## config.mk

```make
export PLATFORM = sky130hd
export DESIGN_NAME = lcd_blink_dual_memory_ctrl
export DESIGN_NICKNAME = d
export VERILOG_FILES = /design/src/lcd_blink_pkg.sv /design/src/byte_mem.sv /design/src/blink_divider.sv /design/src/lcd_blink_dual_memory_ctrl.sv
export VERILOG_INCLUDE_DIRS = /design/src /design/src/src
export SDC_FILE = /design/constraint.sdc
export NUM_CORES = 1
export LEC_CHECK = 0
export ABC_AREA = 0
export BUFFER_PORTS_ARGS = -buffer_cell sky130_fd_sc_hd__buf_4
export CAP_MARGIN = 20
export CORE_MARGIN = 2
export CORE_UTILIZATION = 58
export CTS_CLUSTER_DIAMETER = 50
export DETAILED_ROUTE_END_ITERATION = 16
export HOLD_SLACK_MARGIN = 0.12
export PLACE_DENSITY = 0.78
export SLEW_MARGIN = 20
export SYNTH_ARGS = -nofsm -noshare
export SYNTH_HDL_FRONTEND = slang
export SYNTH_SLANG_ARGS = --single-unit
```

## constraint.sdc

```tcl
create_clock -name clk -period 12.21 [get_ports clk]
set_input_delay 2.442 -clock clk [delete_from_list [all_inputs] [get_ports clk]]
set_output_delay 2.442 -clock clk [all_outputs]
set_load 0.02 [all_outputs]
```

## src/lcd_blink_defs.svh

```systemverilog
`ifndef LCD_BLINK_DEFS_SVH
`define LCD_BLINK_DEFS_SVH

// Byte offsets on the register port
`define OFS_BLINK_CTL   8'h00
`define OFS_MUX_CTL     8'h01
`define OFS_MEM_CTL     8'h02
`define OFS_VOLT_CTL    8'h03
`define OFS_FLAGS       8'h04
`define OFS_SEG_MEM     8'h20
`define OFS_BLINK_MEM   8'h40

// Blink control fields
`define MODE_LSB        0
`define PRE_LSB         2
// Memory control fields
`define DISP_SEL_BIT    0
`define CLR_BM_BIT      1
// Voltage control fields
`define VLEVEL_LSB      0
`define SUPPLY_SEL_BIT  4
`define REF_EN_BIT      5
`define PUMP_EN_BIT     6
`define AUTO_STOP_BIT   7
// Flag fields
`define ON_FLAG_BIT     0
`define OFF_FLAG_BIT    1

// Reset values
`define RST_MUX         3'h0
`define RST_PRE         3'h0
`define RST_VLEVEL      4'h0

// Highest mux code that still has a blink memory (4-mux)
`define MUX_DUAL_MAX    3'h3

`endif

```

## src/lcd_blink_pkg.sv

```systemverilog
package lcd_blink_pkg;

	typedef enum logic [1:0] {
		BLINK_NONE,
		BLINK_SEGMENT,
		BLINK_ALL,
		BLINK_SWAP
	} blink_mode_t;

	typedef struct packed {
		logic [7:0]  addr;
		logic [15:0] wdata;
		logic        word;
		logic        wr;
		logic        rd;
	} reg_req_t;

	typedef struct packed {
		logic from_vdd;
		logic from_pump;
		logic pump_run;
		logic pump_hold;
	} supply_t;

endpackage : lcd_blink_pkg

```

## src/byte_mem.sv

```systemverilog
`timescale 1ns/1ps
module byte_mem (
	input  wire logic         clk,
	input  wire logic         reset,
	input  wire logic         wr_lo,
	input  wire logic         wr_hi,
	input  wire logic [3:0]   idx,
	input  wire logic [15:0]  wdata,
	input  wire logic         clear,
	output logic      [127:0] contents
);
	logic [7:0] mem      [16];
	logic [7:0] next_mem [16];

	always_comb begin
		next_mem = mem;
		if (clear) begin
			for (int i = 0; i < 16; i++) begin
				next_mem[i] = 8'h00;
			end
		end else begin
			if (wr_lo) begin
				next_mem[idx] = wdata[7:0];
			end
			if (wr_hi) begin
				next_mem[4'(idx + 4'h1)] = wdata[15:8];
			end
		end
	end

	always_ff @(posedge clk) begin
		if (reset) begin
			for (int i = 0; i < 16; i++) begin
				mem[i] <= 8'h00;
			end
		end else begin
			mem <= next_mem;
		end
	end

	for (genvar g = 0; g < 16; g++) begin : g_flat
		assign contents[8*g +: 8] = mem[g];
	end
endmodule : byte_mem

```

## src/blink_divider.sv

```systemverilog
`timescale 1ns/1ps
module blink_divider (
	input  wire logic       clk,
	input  wire logic       reset,
	input  wire logic       hold,
	input  wire logic       lcd_tick,
	input  wire logic [2:0] mux_rate_sel,
	input  wire logic [2:0] blink_prescale,
	output logic            blink_clock
);
	logic [12:0] cnt;
	logic [12:0] next_cnt;
	logic [12:0] period;
	logic [12:0] half;
	logic        next_blink_clock;

	always_comb begin
		// (mux + 1) * 2^(prescale + 2), at most 4096
		period = ({10'h000, mux_rate_sel} + 13'h0001) << ({1'b0, blink_prescale} + 4'h2);
		half = period >> 1;
		next_cnt = cnt;
		if (hold) begin
			next_cnt = 13'h0000;
		end else if (lcd_tick) begin
			next_cnt = (cnt == period - 13'h0001) ? 13'h0000 : cnt + 13'h0001;
		end
		// Low half first, so each blink starts blank
		next_blink_clock = !hold && (next_cnt >= half);
	end

	always_ff @(posedge clk) begin
		if (reset) begin
			cnt         <= 13'h0000;
			blink_clock <= 1'b0;
		end else begin
			cnt         <= next_cnt;
			blink_clock <= next_blink_clock;
		end
	end
endmodule : blink_divider

```

## src/lcd_blink_dual_memory_ctrl.sv

```systemverilog
// The register offsets and strobed register access are this design's own decisions.
`timescale 1ns/1ps
`include "lcd_blink_defs.svh"
// What this block does
// - Mode 01 at up to 4-mux blinks only segments marked in blink memory.
// - Mode 10 blinks all segments; mode 00 disables blinking.
// - Above 4-mux only mode 10 blinks; other codes give no blinking.
// - Blink memory mirrors display memory layout, one bit per segment.
// - Blink memory accepts 16-bit accesses at even addresses.
// - Clear bit zeroes blink memory at next frame, then drops itself.
// - Blink clock is LCD clock over (mux+1) times 2^(prescale+2).
// - Blink divider held reset while mode is 00.
// - Blinking starts blank at next frame, half period off, half on.
// - Mode 00 at up to 4-mux: select bit picks segment memory (0) or blink memory (1).
// - Memory source changes only at a frame boundary.
// - Mode 11 alternates memories; select bit reads back as status.
// - Mode 11 shows segment memory first half, blink memory second.
// - Supply from main when select=1, ref=0; from pump when select=0, pump=1.
// - Pump stops when disabled with nonzero level or in quiet windows.
// - On flag at blink clock rise, off flag at fall, while blinking.
module lcd_blink_dual_memory_ctrl
	import lcd_blink_pkg::*;
(
	input  wire logic          clk,
	input  wire logic          reset,
	input  wire reg_req_t      bus_req,
	input  wire logic          lcd_tick,
	input  wire logic          frame_strobe,
	input  wire logic          noise_window,
	output logic      [15:0]   rdata,
	output logic      [127:0]  segments,
	output logic               showing_blink_mem,
	output logic               blink_on_flag,
	output logic               blink_off_flag,
	output supply_t            supply
);
	// Control state
	blink_mode_t blink_mode_sel;
	blink_mode_t next_blink_mode_sel;
	logic [2:0]  blink_prescale;
	logic [2:0]  next_blink_prescale;
	logic [2:0]  mux_rate_sel;
	logic [2:0]  next_mux_rate_sel;
	logic        display_mem_select;
	logic        next_display_mem_select;
	logic        clear_blink_mem;
	logic        next_clear_blink_mem;
	logic [3:0]  lcd_voltage_level;
	logic [3:0]  next_lcd_voltage_level;
	logic        supply_select;
	logic        next_supply_select;
	logic        ref_enable;
	logic        next_ref_enable;
	logic        pump_enable;
	logic        next_pump_enable;
	logic        auto_stop;
	logic        next_auto_stop;
	// Frame-aligned display state
	blink_mode_t shown_mode;
	blink_mode_t next_shown_mode;
	logic        phase_on;
	logic        next_phase_on;
	logic        show_blink;
	logic        next_show_blink;
	logic        bc_prev;
	// Outputs
	logic [15:0]  next_rdata;
	logic [127:0] next_segments;
	logic         next_on_flag;
	logic         next_off_flag;
	supply_t      next_supply;
	// Helpers
	logic         blink_clock;
	logic         dual_ok;
	blink_mode_t  eff_mode;
	logic         seg_hit;
	logic         bm_hit;
	logic         wide;
	logic [127:0] seg_flat;
	logic [127:0] bm_flat;
	logic [127:0] src;
	logic [6:0]   lo_pos;
	logic [6:0]   hi_pos;
	logic         quiet;

	function automatic logic in_mem(input logic [7:0] a, input logic [7:0] base);
		return a[7:4] == base[7:4];
	endfunction : in_mem

	function automatic logic wr_at(input reg_req_t r, input logic [7:0] ofs);
		return r.wr && r.addr == ofs;
	endfunction : wr_at

	assign dual_ok = mux_rate_sel <= `MUX_DUAL_MAX;
	assign seg_hit = in_mem(bus_req.addr, `OFS_SEG_MEM);
	assign bm_hit  = in_mem(bus_req.addr, `OFS_BLINK_MEM);
	// A word access at an odd address falls back to a byte access
	assign wide    = bus_req.word && !bus_req.addr[0];
	assign lo_pos  = {bus_req.addr[3:0], 3'h0};
	assign hi_pos  = {bus_req.addr[3:1], 1'b1, 3'h0};
	assign quiet   = auto_stop && noise_window;

	// Above 4-mux only all-segment blinking survives
	always_comb begin
		if (dual_ok) begin
			eff_mode = blink_mode_sel;
		end else if (blink_mode_sel == BLINK_ALL) begin
			eff_mode = BLINK_ALL;
		end else begin
			eff_mode = BLINK_NONE;
		end
	end

	byte_mem u_seg_mem (
		.clk      (clk),
		.reset    (reset),
		.wr_lo    (bus_req.wr && seg_hit),
		.wr_hi    (bus_req.wr && seg_hit && wide),
		.idx      (bus_req.addr[3:0]),
		.wdata    (bus_req.wdata),
		.clear    (1'b0),
		.contents (seg_flat)
	);

	// Same byte layout as the segment memory
	byte_mem u_blink_mem (
		.clk      (clk),
		.reset    (reset),
		.wr_lo    (bus_req.wr && bm_hit),
		.wr_hi    (bus_req.wr && bm_hit && wide),
		.idx      (bus_req.addr[3:0]),
		.wdata    (bus_req.wdata),
		.clear    (clear_blink_mem && frame_strobe),
		.contents (bm_flat)
	);

	blink_divider u_div (
		.clk            (clk),
		.reset          (reset),
		.hold           (blink_mode_sel == BLINK_NONE),
		.lcd_tick       (lcd_tick),
		.mux_rate_sel   (mux_rate_sel),
		.blink_prescale (blink_prescale),
		.blink_clock    (blink_clock)
	);

	// Register writes
	always_comb begin
		next_blink_mode_sel     = blink_mode_sel;
		next_blink_prescale     = blink_prescale;
		next_mux_rate_sel       = mux_rate_sel;
		next_display_mem_select = display_mem_select;
		next_clear_blink_mem    = clear_blink_mem;
		next_lcd_voltage_level  = lcd_voltage_level;
		next_supply_select      = supply_select;
		next_ref_enable         = ref_enable;
		next_pump_enable        = pump_enable;
		next_auto_stop          = auto_stop;
		if (wr_at(bus_req, `OFS_BLINK_CTL)) begin
			next_blink_mode_sel = blink_mode_t'(bus_req.wdata[`MODE_LSB +: 2]);
			next_blink_prescale = bus_req.wdata[`PRE_LSB +: 3];
		end
		if (wr_at(bus_req, `OFS_MUX_CTL)) begin
			next_mux_rate_sel = bus_req.wdata[2:0];
		end
		if (wr_at(bus_req, `OFS_MEM_CTL)) begin
			next_display_mem_select = bus_req.wdata[`DISP_SEL_BIT];
			next_clear_blink_mem    = clear_blink_mem || bus_req.wdata[`CLR_BM_BIT];
		end
		// Self-clearing once the memory is wiped
		if (clear_blink_mem && frame_strobe) begin
			next_clear_blink_mem = 1'b0;
		end
		if (wr_at(bus_req, `OFS_VOLT_CTL)) begin
			next_lcd_voltage_level = bus_req.wdata[`VLEVEL_LSB +: 4];
			next_supply_select     = bus_req.wdata[`SUPPLY_SEL_BIT];
			next_ref_enable        = bus_req.wdata[`REF_EN_BIT];
			next_pump_enable       = bus_req.wdata[`PUMP_EN_BIT];
			next_auto_stop         = bus_req.wdata[`AUTO_STOP_BIT];
		end
	end

	// Frame-aligned selection and blink phase
	always_comb begin
		next_shown_mode = shown_mode;
		next_phase_on   = phase_on;
		next_show_blink = show_blink;
		if (frame_strobe) begin
			next_shown_mode = eff_mode;
			next_phase_on   = blink_clock;
			unique case (eff_mode)
				BLINK_NONE:    next_show_blink = display_mem_select && dual_ok;
				BLINK_SWAP:    next_show_blink = blink_clock;
				BLINK_SEGMENT: next_show_blink = 1'b0;
				BLINK_ALL:     next_show_blink = 1'b0;
			endcase
		end
	end

	// Segment drive and event flags
	always_comb begin
		src = show_blink ? bm_flat : seg_flat;
		next_segments = src;
		if (shown_mode == BLINK_ALL && !phase_on) begin
			next_segments = 128'h0;
		end else if (shown_mode == BLINK_SEGMENT && !phase_on) begin
			next_segments = src & ~bm_flat;
		end
		next_on_flag  = blink_on_flag;
		next_off_flag = blink_off_flag;
		// Writing any display or blink memory acknowledges both events
		if ((bus_req.wr && (seg_hit || bm_hit)) || wr_at(bus_req, `OFS_FLAGS)) begin
			next_on_flag  = blink_on_flag
				&& !(bus_req.wr && (seg_hit || bm_hit))
				&& !(wr_at(bus_req, `OFS_FLAGS) && bus_req.wdata[`ON_FLAG_BIT]);
			next_off_flag = blink_off_flag
				&& !(bus_req.wr && (seg_hit || bm_hit))
				&& !(wr_at(bus_req, `OFS_FLAGS) && bus_req.wdata[`OFF_FLAG_BIT]);
		end
		// Set after clear so a same-cycle event is kept
		if (eff_mode != BLINK_NONE && blink_clock && !bc_prev) begin
			next_on_flag = 1'b1;
		end
		if (eff_mode != BLINK_NONE && !blink_clock && bc_prev) begin
			next_off_flag = 1'b1;
		end
	end

	// Supply routing; the external capacitor carries the level while stopped
	always_comb begin
		next_supply.from_vdd  = supply_select && !ref_enable;
		next_supply.from_pump = !supply_select && pump_enable;
		next_supply.pump_run  = !supply_select && pump_enable && !quiet;
		next_supply.pump_hold = !supply_select && lcd_voltage_level != 4'h0
			&& (!pump_enable || quiet);
	end

	// Read data, valid in the cycle after the strobe only
	always_comb begin
		next_rdata = 16'h0000;
		if (bus_req.rd) begin
			if (seg_hit || bm_hit) begin
				next_rdata[7:0] = seg_hit ? seg_flat[lo_pos +: 8] : bm_flat[lo_pos +: 8];
				if (wide) begin
					next_rdata[15:8] = seg_hit ? seg_flat[hi_pos +: 8] : bm_flat[hi_pos +: 8];
				end
			end else begin
				unique case (bus_req.addr)
					`OFS_BLINK_CTL: next_rdata = {11'h000, blink_prescale, blink_mode_sel};
					`OFS_MUX_CTL:   next_rdata = {13'h0000, mux_rate_sel};
					`OFS_MEM_CTL:   next_rdata = {14'h0000, clear_blink_mem,
						(blink_mode_sel == BLINK_SWAP) ? show_blink : display_mem_select};
					`OFS_VOLT_CTL:  next_rdata = {8'h00, auto_stop, pump_enable, ref_enable,
						supply_select, lcd_voltage_level};
					`OFS_FLAGS:     next_rdata = {14'h0000, blink_off_flag, blink_on_flag};
					default:        next_rdata = 16'h0000;
				endcase
			end
		end
	end

	always_ff @(posedge clk) begin
		if (reset) begin
			blink_mode_sel     <= BLINK_NONE;
			blink_prescale     <= `RST_PRE;
			mux_rate_sel       <= `RST_MUX;
			display_mem_select <= 1'b0;
			clear_blink_mem    <= 1'b0;
			lcd_voltage_level  <= `RST_VLEVEL;
			supply_select      <= 1'b0;
			ref_enable         <= 1'b0;
			pump_enable        <= 1'b0;
			auto_stop          <= 1'b0;
			shown_mode         <= BLINK_NONE;
			phase_on           <= 1'b0;
			show_blink         <= 1'b0;
			bc_prev            <= 1'b0;
			rdata              <= 16'h0000;
			segments           <= 128'h0;
			showing_blink_mem  <= 1'b0;
			blink_on_flag      <= 1'b0;
			blink_off_flag     <= 1'b0;
			supply             <= '0;
		end else begin
			blink_mode_sel     <= next_blink_mode_sel;
			blink_prescale     <= next_blink_prescale;
			mux_rate_sel       <= next_mux_rate_sel;
			display_mem_select <= next_display_mem_select;
			clear_blink_mem    <= next_clear_blink_mem;
			lcd_voltage_level  <= next_lcd_voltage_level;
			supply_select      <= next_supply_select;
			ref_enable         <= next_ref_enable;
			pump_enable        <= next_pump_enable;
			auto_stop          <= next_auto_stop;
			shown_mode         <= next_shown_mode;
			phase_on           <= next_phase_on;
			show_blink         <= next_show_blink;
			bc_prev            <= blink_clock;
			rdata              <= next_rdata;
			segments           <= next_segments;
			showing_blink_mem  <= next_show_blink;
			blink_on_flag      <= next_on_flag;
			blink_off_flag     <= next_off_flag;
			supply             <= next_supply;
		end
	end
endmodule : lcd_blink_dual_memory_ctrl

```

==> impl_metrics.csv <==
group,metric,value,unit
run_status,status,"complete, no violations",
grt,use_met1,0.440,
pwr,p_total,3.07,mW
critical_path,worstSetupStartpointType,"register",
clock_network,post_cts_buffers,0,
synth,ys_ff_latch,443,
sta,final.min_clock_period,5.85,ns
critical_path,reg2reg_slack,6.36,ns
pwr,p_leak,8.27,nW
synth,ys_seq_area_frac,0.417,
final_layout,multi_input_area,11600,sq um
sta,finalSetupTns,0,ns
drt,drt_iter0_drc,2123,
sta,slew_headroom,0.223,
sta,report.final.slew_viol_count,0,
drt,ant_nets,0,
floorplanning,die_h,195,um
clock_network,root_buffer,"clkbuf_16",
synth,synth_ff_type,"dfxtp_1",
sta,post-route-period-util,0.479,
drt,via_per_inst,6.65,
grt,met2_usage,0.525,
floorplanning,rows,70,
sta,setup_violations,0,
place,gp_congestion,0.922,
drt,route.detailed.drc,0,
synth,netlist_area,21300,sq um
place,portBuffers,182,
run,max-cap-violations,0,
clock_network,clockBufferDepth,3,
sta,skew,0.0163,ns
final_layout,syn_to_final_growth,13.9,%
synth,synth_cells,2151,
floorplanning,fp.dieW,195,um
grt,met3_usage,0.0599,
critical_path,worstReg2RegEnd,"u_div.blink_clock",
floorplanning,num_io_pins,183,
final_layout,fin_nets,2241,
clock_network,numCtsBuffers,48,
sta,hold_slack,0.446,ns
sta,grt_setup_unrepaired,"no",
grt,grt_max_degree,77,
clock_network,path_clk_slew,0.06,ns
critical_path,cpMaxStageDelayCell,"dfxtp_1",
drt,num_vias,18000,
critical_path,criticalPathCategory,"register to register",
synth,syn_nets,2200,
final_layout,fill_cells,2742,
grt,grt_pass1_wl,100000,um
clock_network,clock_sinks,443,
synth,syn_area_per_cell,9.89,sq um
critical_path,path_max_fanout,20,
sta,tightest_slew,1.16,ns
final_layout,regArea,8870,sq um
critical_path,path_cells,"ha_1 > nor2_1 > nand3_1 > ha_1 > xnor2_1 > xor2_1 > a32o_1 > a32oi_1 > nor3_1 > nand4_1 > nor4_4 > clkbuf_8 > nor3_1 > ha_1 > a21o_1 > a21o_1 > a21o_1 > a21oi_1 > nor2b_1 > o21ai_0 > and3b_1 > o22ai_1",
synth,ys.warnings.count,0,
worst_hold_path,hold_depth,1,
clock_network,cts_resized,0,
place,hpwlAfterDp,42000,um
pwr,cellPowerDensity,127,nW/um^2
clock_network,cts_max_level,2,
critical_path,required,12.63,ns
clock_network,cts_tree,"built",
grt,grt_overflow,0,
drt,dr.pass1.iters,6,
worst_hold_path,hp-class,"register to register",
critical_path,cp.arrival,6.27,ns
pwr,ir_drop,0.117,mV
sta,hold_viol,0,
grt,antenna_found_initial,2,
clock_network,clkLatencyLatePin,0.57,ns
floorplanning,placeableCoreArea,36300,sq um
synth,synth_async_sr_flop_share,0,
synth,synth_cell_types,73,
worst_hold_path,min-delay-start,"ref_enable",
sta,fmax,0.171,GHz
drt,wl,65500,um
floorplanning,dieArea,38200,sq um
grt,grt_pass1_vias,17000,
critical_path,slowest_delay,0.76,ns
grt,top_usage_layer,"met2",
clock_network,cts_hold_buf,0,
critical_path,cp-end-kind,"register",
grt,grt.total_usage,0.335,
worst_hold_path,holdPathEnd,"supply[3]",
synth,synth_edf_count,0,
critical_path,r2r-start,"blink_prescale[1]",
final_layout,drive_gt1_frac,0.188,
floorplanning,start_util,0.585,
critical_path,r2r_cells,22,
drt,wl_per_cell,24.3,um
[placed cells by master, fill, tap and decap left out, drive strengths merged, types with 54 or more instances in the layout]
master | synthesis | final
a211oi | 212 | 212
a21oi | 54 | 54
buf | 57 | 201
clkbuf | 154 | 64
dfxtp | 443 | 443
mux2i | 335 | 335
mux4 | 85 | 85
nand2 | 133 | 133
nand3 | 107 | 107
nor2 | 296 | 296
[cell families after synthesis]
logic type	share of synthesized area
mux	0.249
buf+inv	0.0414
compound gates	0.128
fa+ha+maj	0.0100
flops	0.417
xor+xnor	0.0136
simple gates	0.141
[worst max-delay path: cells and delay by family (launching register included)]
family | cells | cell delay (ns)
AO/OA/AOI/OAI | 8 | 1.05
XOR/XNOR | 2 | 0.48
adder cells (fa/ha/maj) | 3 | 1.08
buffers and inverters | 1 | 0.32
flip-flops | 1 | 0.76
AND/OR/NAND/NOR | 8 | 2.00
[per-layer routing]
metal,vias up,wire length [um]
li1,7967,-
met1,8739,25700
met2,1019,29800
met3,228,6210
met4,0,3770
met5,-,0
[worst max-delay path by stage]
stage	from	endpoint	slack [ns]	cells past startpoint
floorplan	lcd_tick	u_div.blink_clock	7.14	16
global placement	blink_prescale[1]	u_div.blink_clock	6.28	22
detailed placement	blink_prescale[1]	u_div.blink_clock	5.99	22
CTS	blink_prescale[1]	u_div.blink_clock	5.98	22
global route	blink_prescale[1]	u_div.blink_clock	5.77	22
finish	blink_prescale[1]	u_div.blink_clock	6.36	22
[synthesized netlist by cell type (6+ instances only)]
| cell | n | area (sq um) |
|---|---|---|
| nor3_1 | 32 | 160 |
| nor2_2 | 11 | 68.8 |
| dfxtp_1 | 443 | 8870 |
| and3_1 | 6 | 37.5 |
| a21oi_1 | 52 | 260 |
| nand4_1 | 7 | 43.8 |
| nor3b_1 | 7 | 52.6 |
| clkbuf_1 | 154 | 578 |
| mux2i_1 | 335 | 3350 |
| nor2_1 | 283 | 1060 |
| nand2b_1 | 14 | 87.6 |
| nor2b_1 | 20 | 125 |
| inv_1 | 7 | 26.3 |
| xnor2_1 | 18 | 158 |
| nand2_1 | 132 | 495 |
| buf_2 | 17 | 85.1 |
| nand3_1 | 104 | 521 |
| buf_1 | 33 | 124 |
| a311oi_1 | 49 | 429 |
| a211oi_1 | 211 | 1580 |
| mux4_2 | 85 | 1910 |
| o21ai_0 | 7 | 35.0 |
| xor2_1 | 15 | 131 |
| ha_1 | 17 | 213 |
| a21o_1 | 10 | 75.1 |
[report_power, final]
group / internal [mW] / switching (mW) / total (mW)
combinational: 0.0291 / 0.0949 / 0.124
clock: 0.885 / 0.612 / 1.50
sequential: 1.45 / 0.00164 / 1.45
[layout make-up]
type	count	area share
inverter	7	0.00108
clock buffer	63	0.0569
multi-input combinational	1490	0.477
timing repair buffer	202	0.0637
antenna	1	0.000103
sequential	443	0.366
tap	468	0.0242
clock inverter	24	0.0107
[stage by stage]
stage,util,worst slack (ns),area (sq um),cells
detailed placement,0.620,5.99,22500,2608
floorplan,-,7.14,21300,2151
global route,0.666,5.77,24200,2698
CTS,0.665,5.98,24200,2695
global placement,0.620,6.28,22500,2608
finish,0.666,6.36,24200,2698
[sequential cells by signal, summed over array words and instances, names as in the netlist, 2 cells and up]
| signal | cells |
|---|---|
| u_blink_mem.contents | 128 |
| u_seg_mem.contents | 128 |
| shown_mode | 2 |
| segments | 128 |
| rdata | 16 |
| supply | 4 |
| blink_mode_sel | 2 |
| u_div.cnt | 13 |
| blink_prescale | 3 |
| lcd_voltage_level | 4 |
| mux_rate_sel | 3 |
Note: power is estimated with default switching activity, not from simulation.
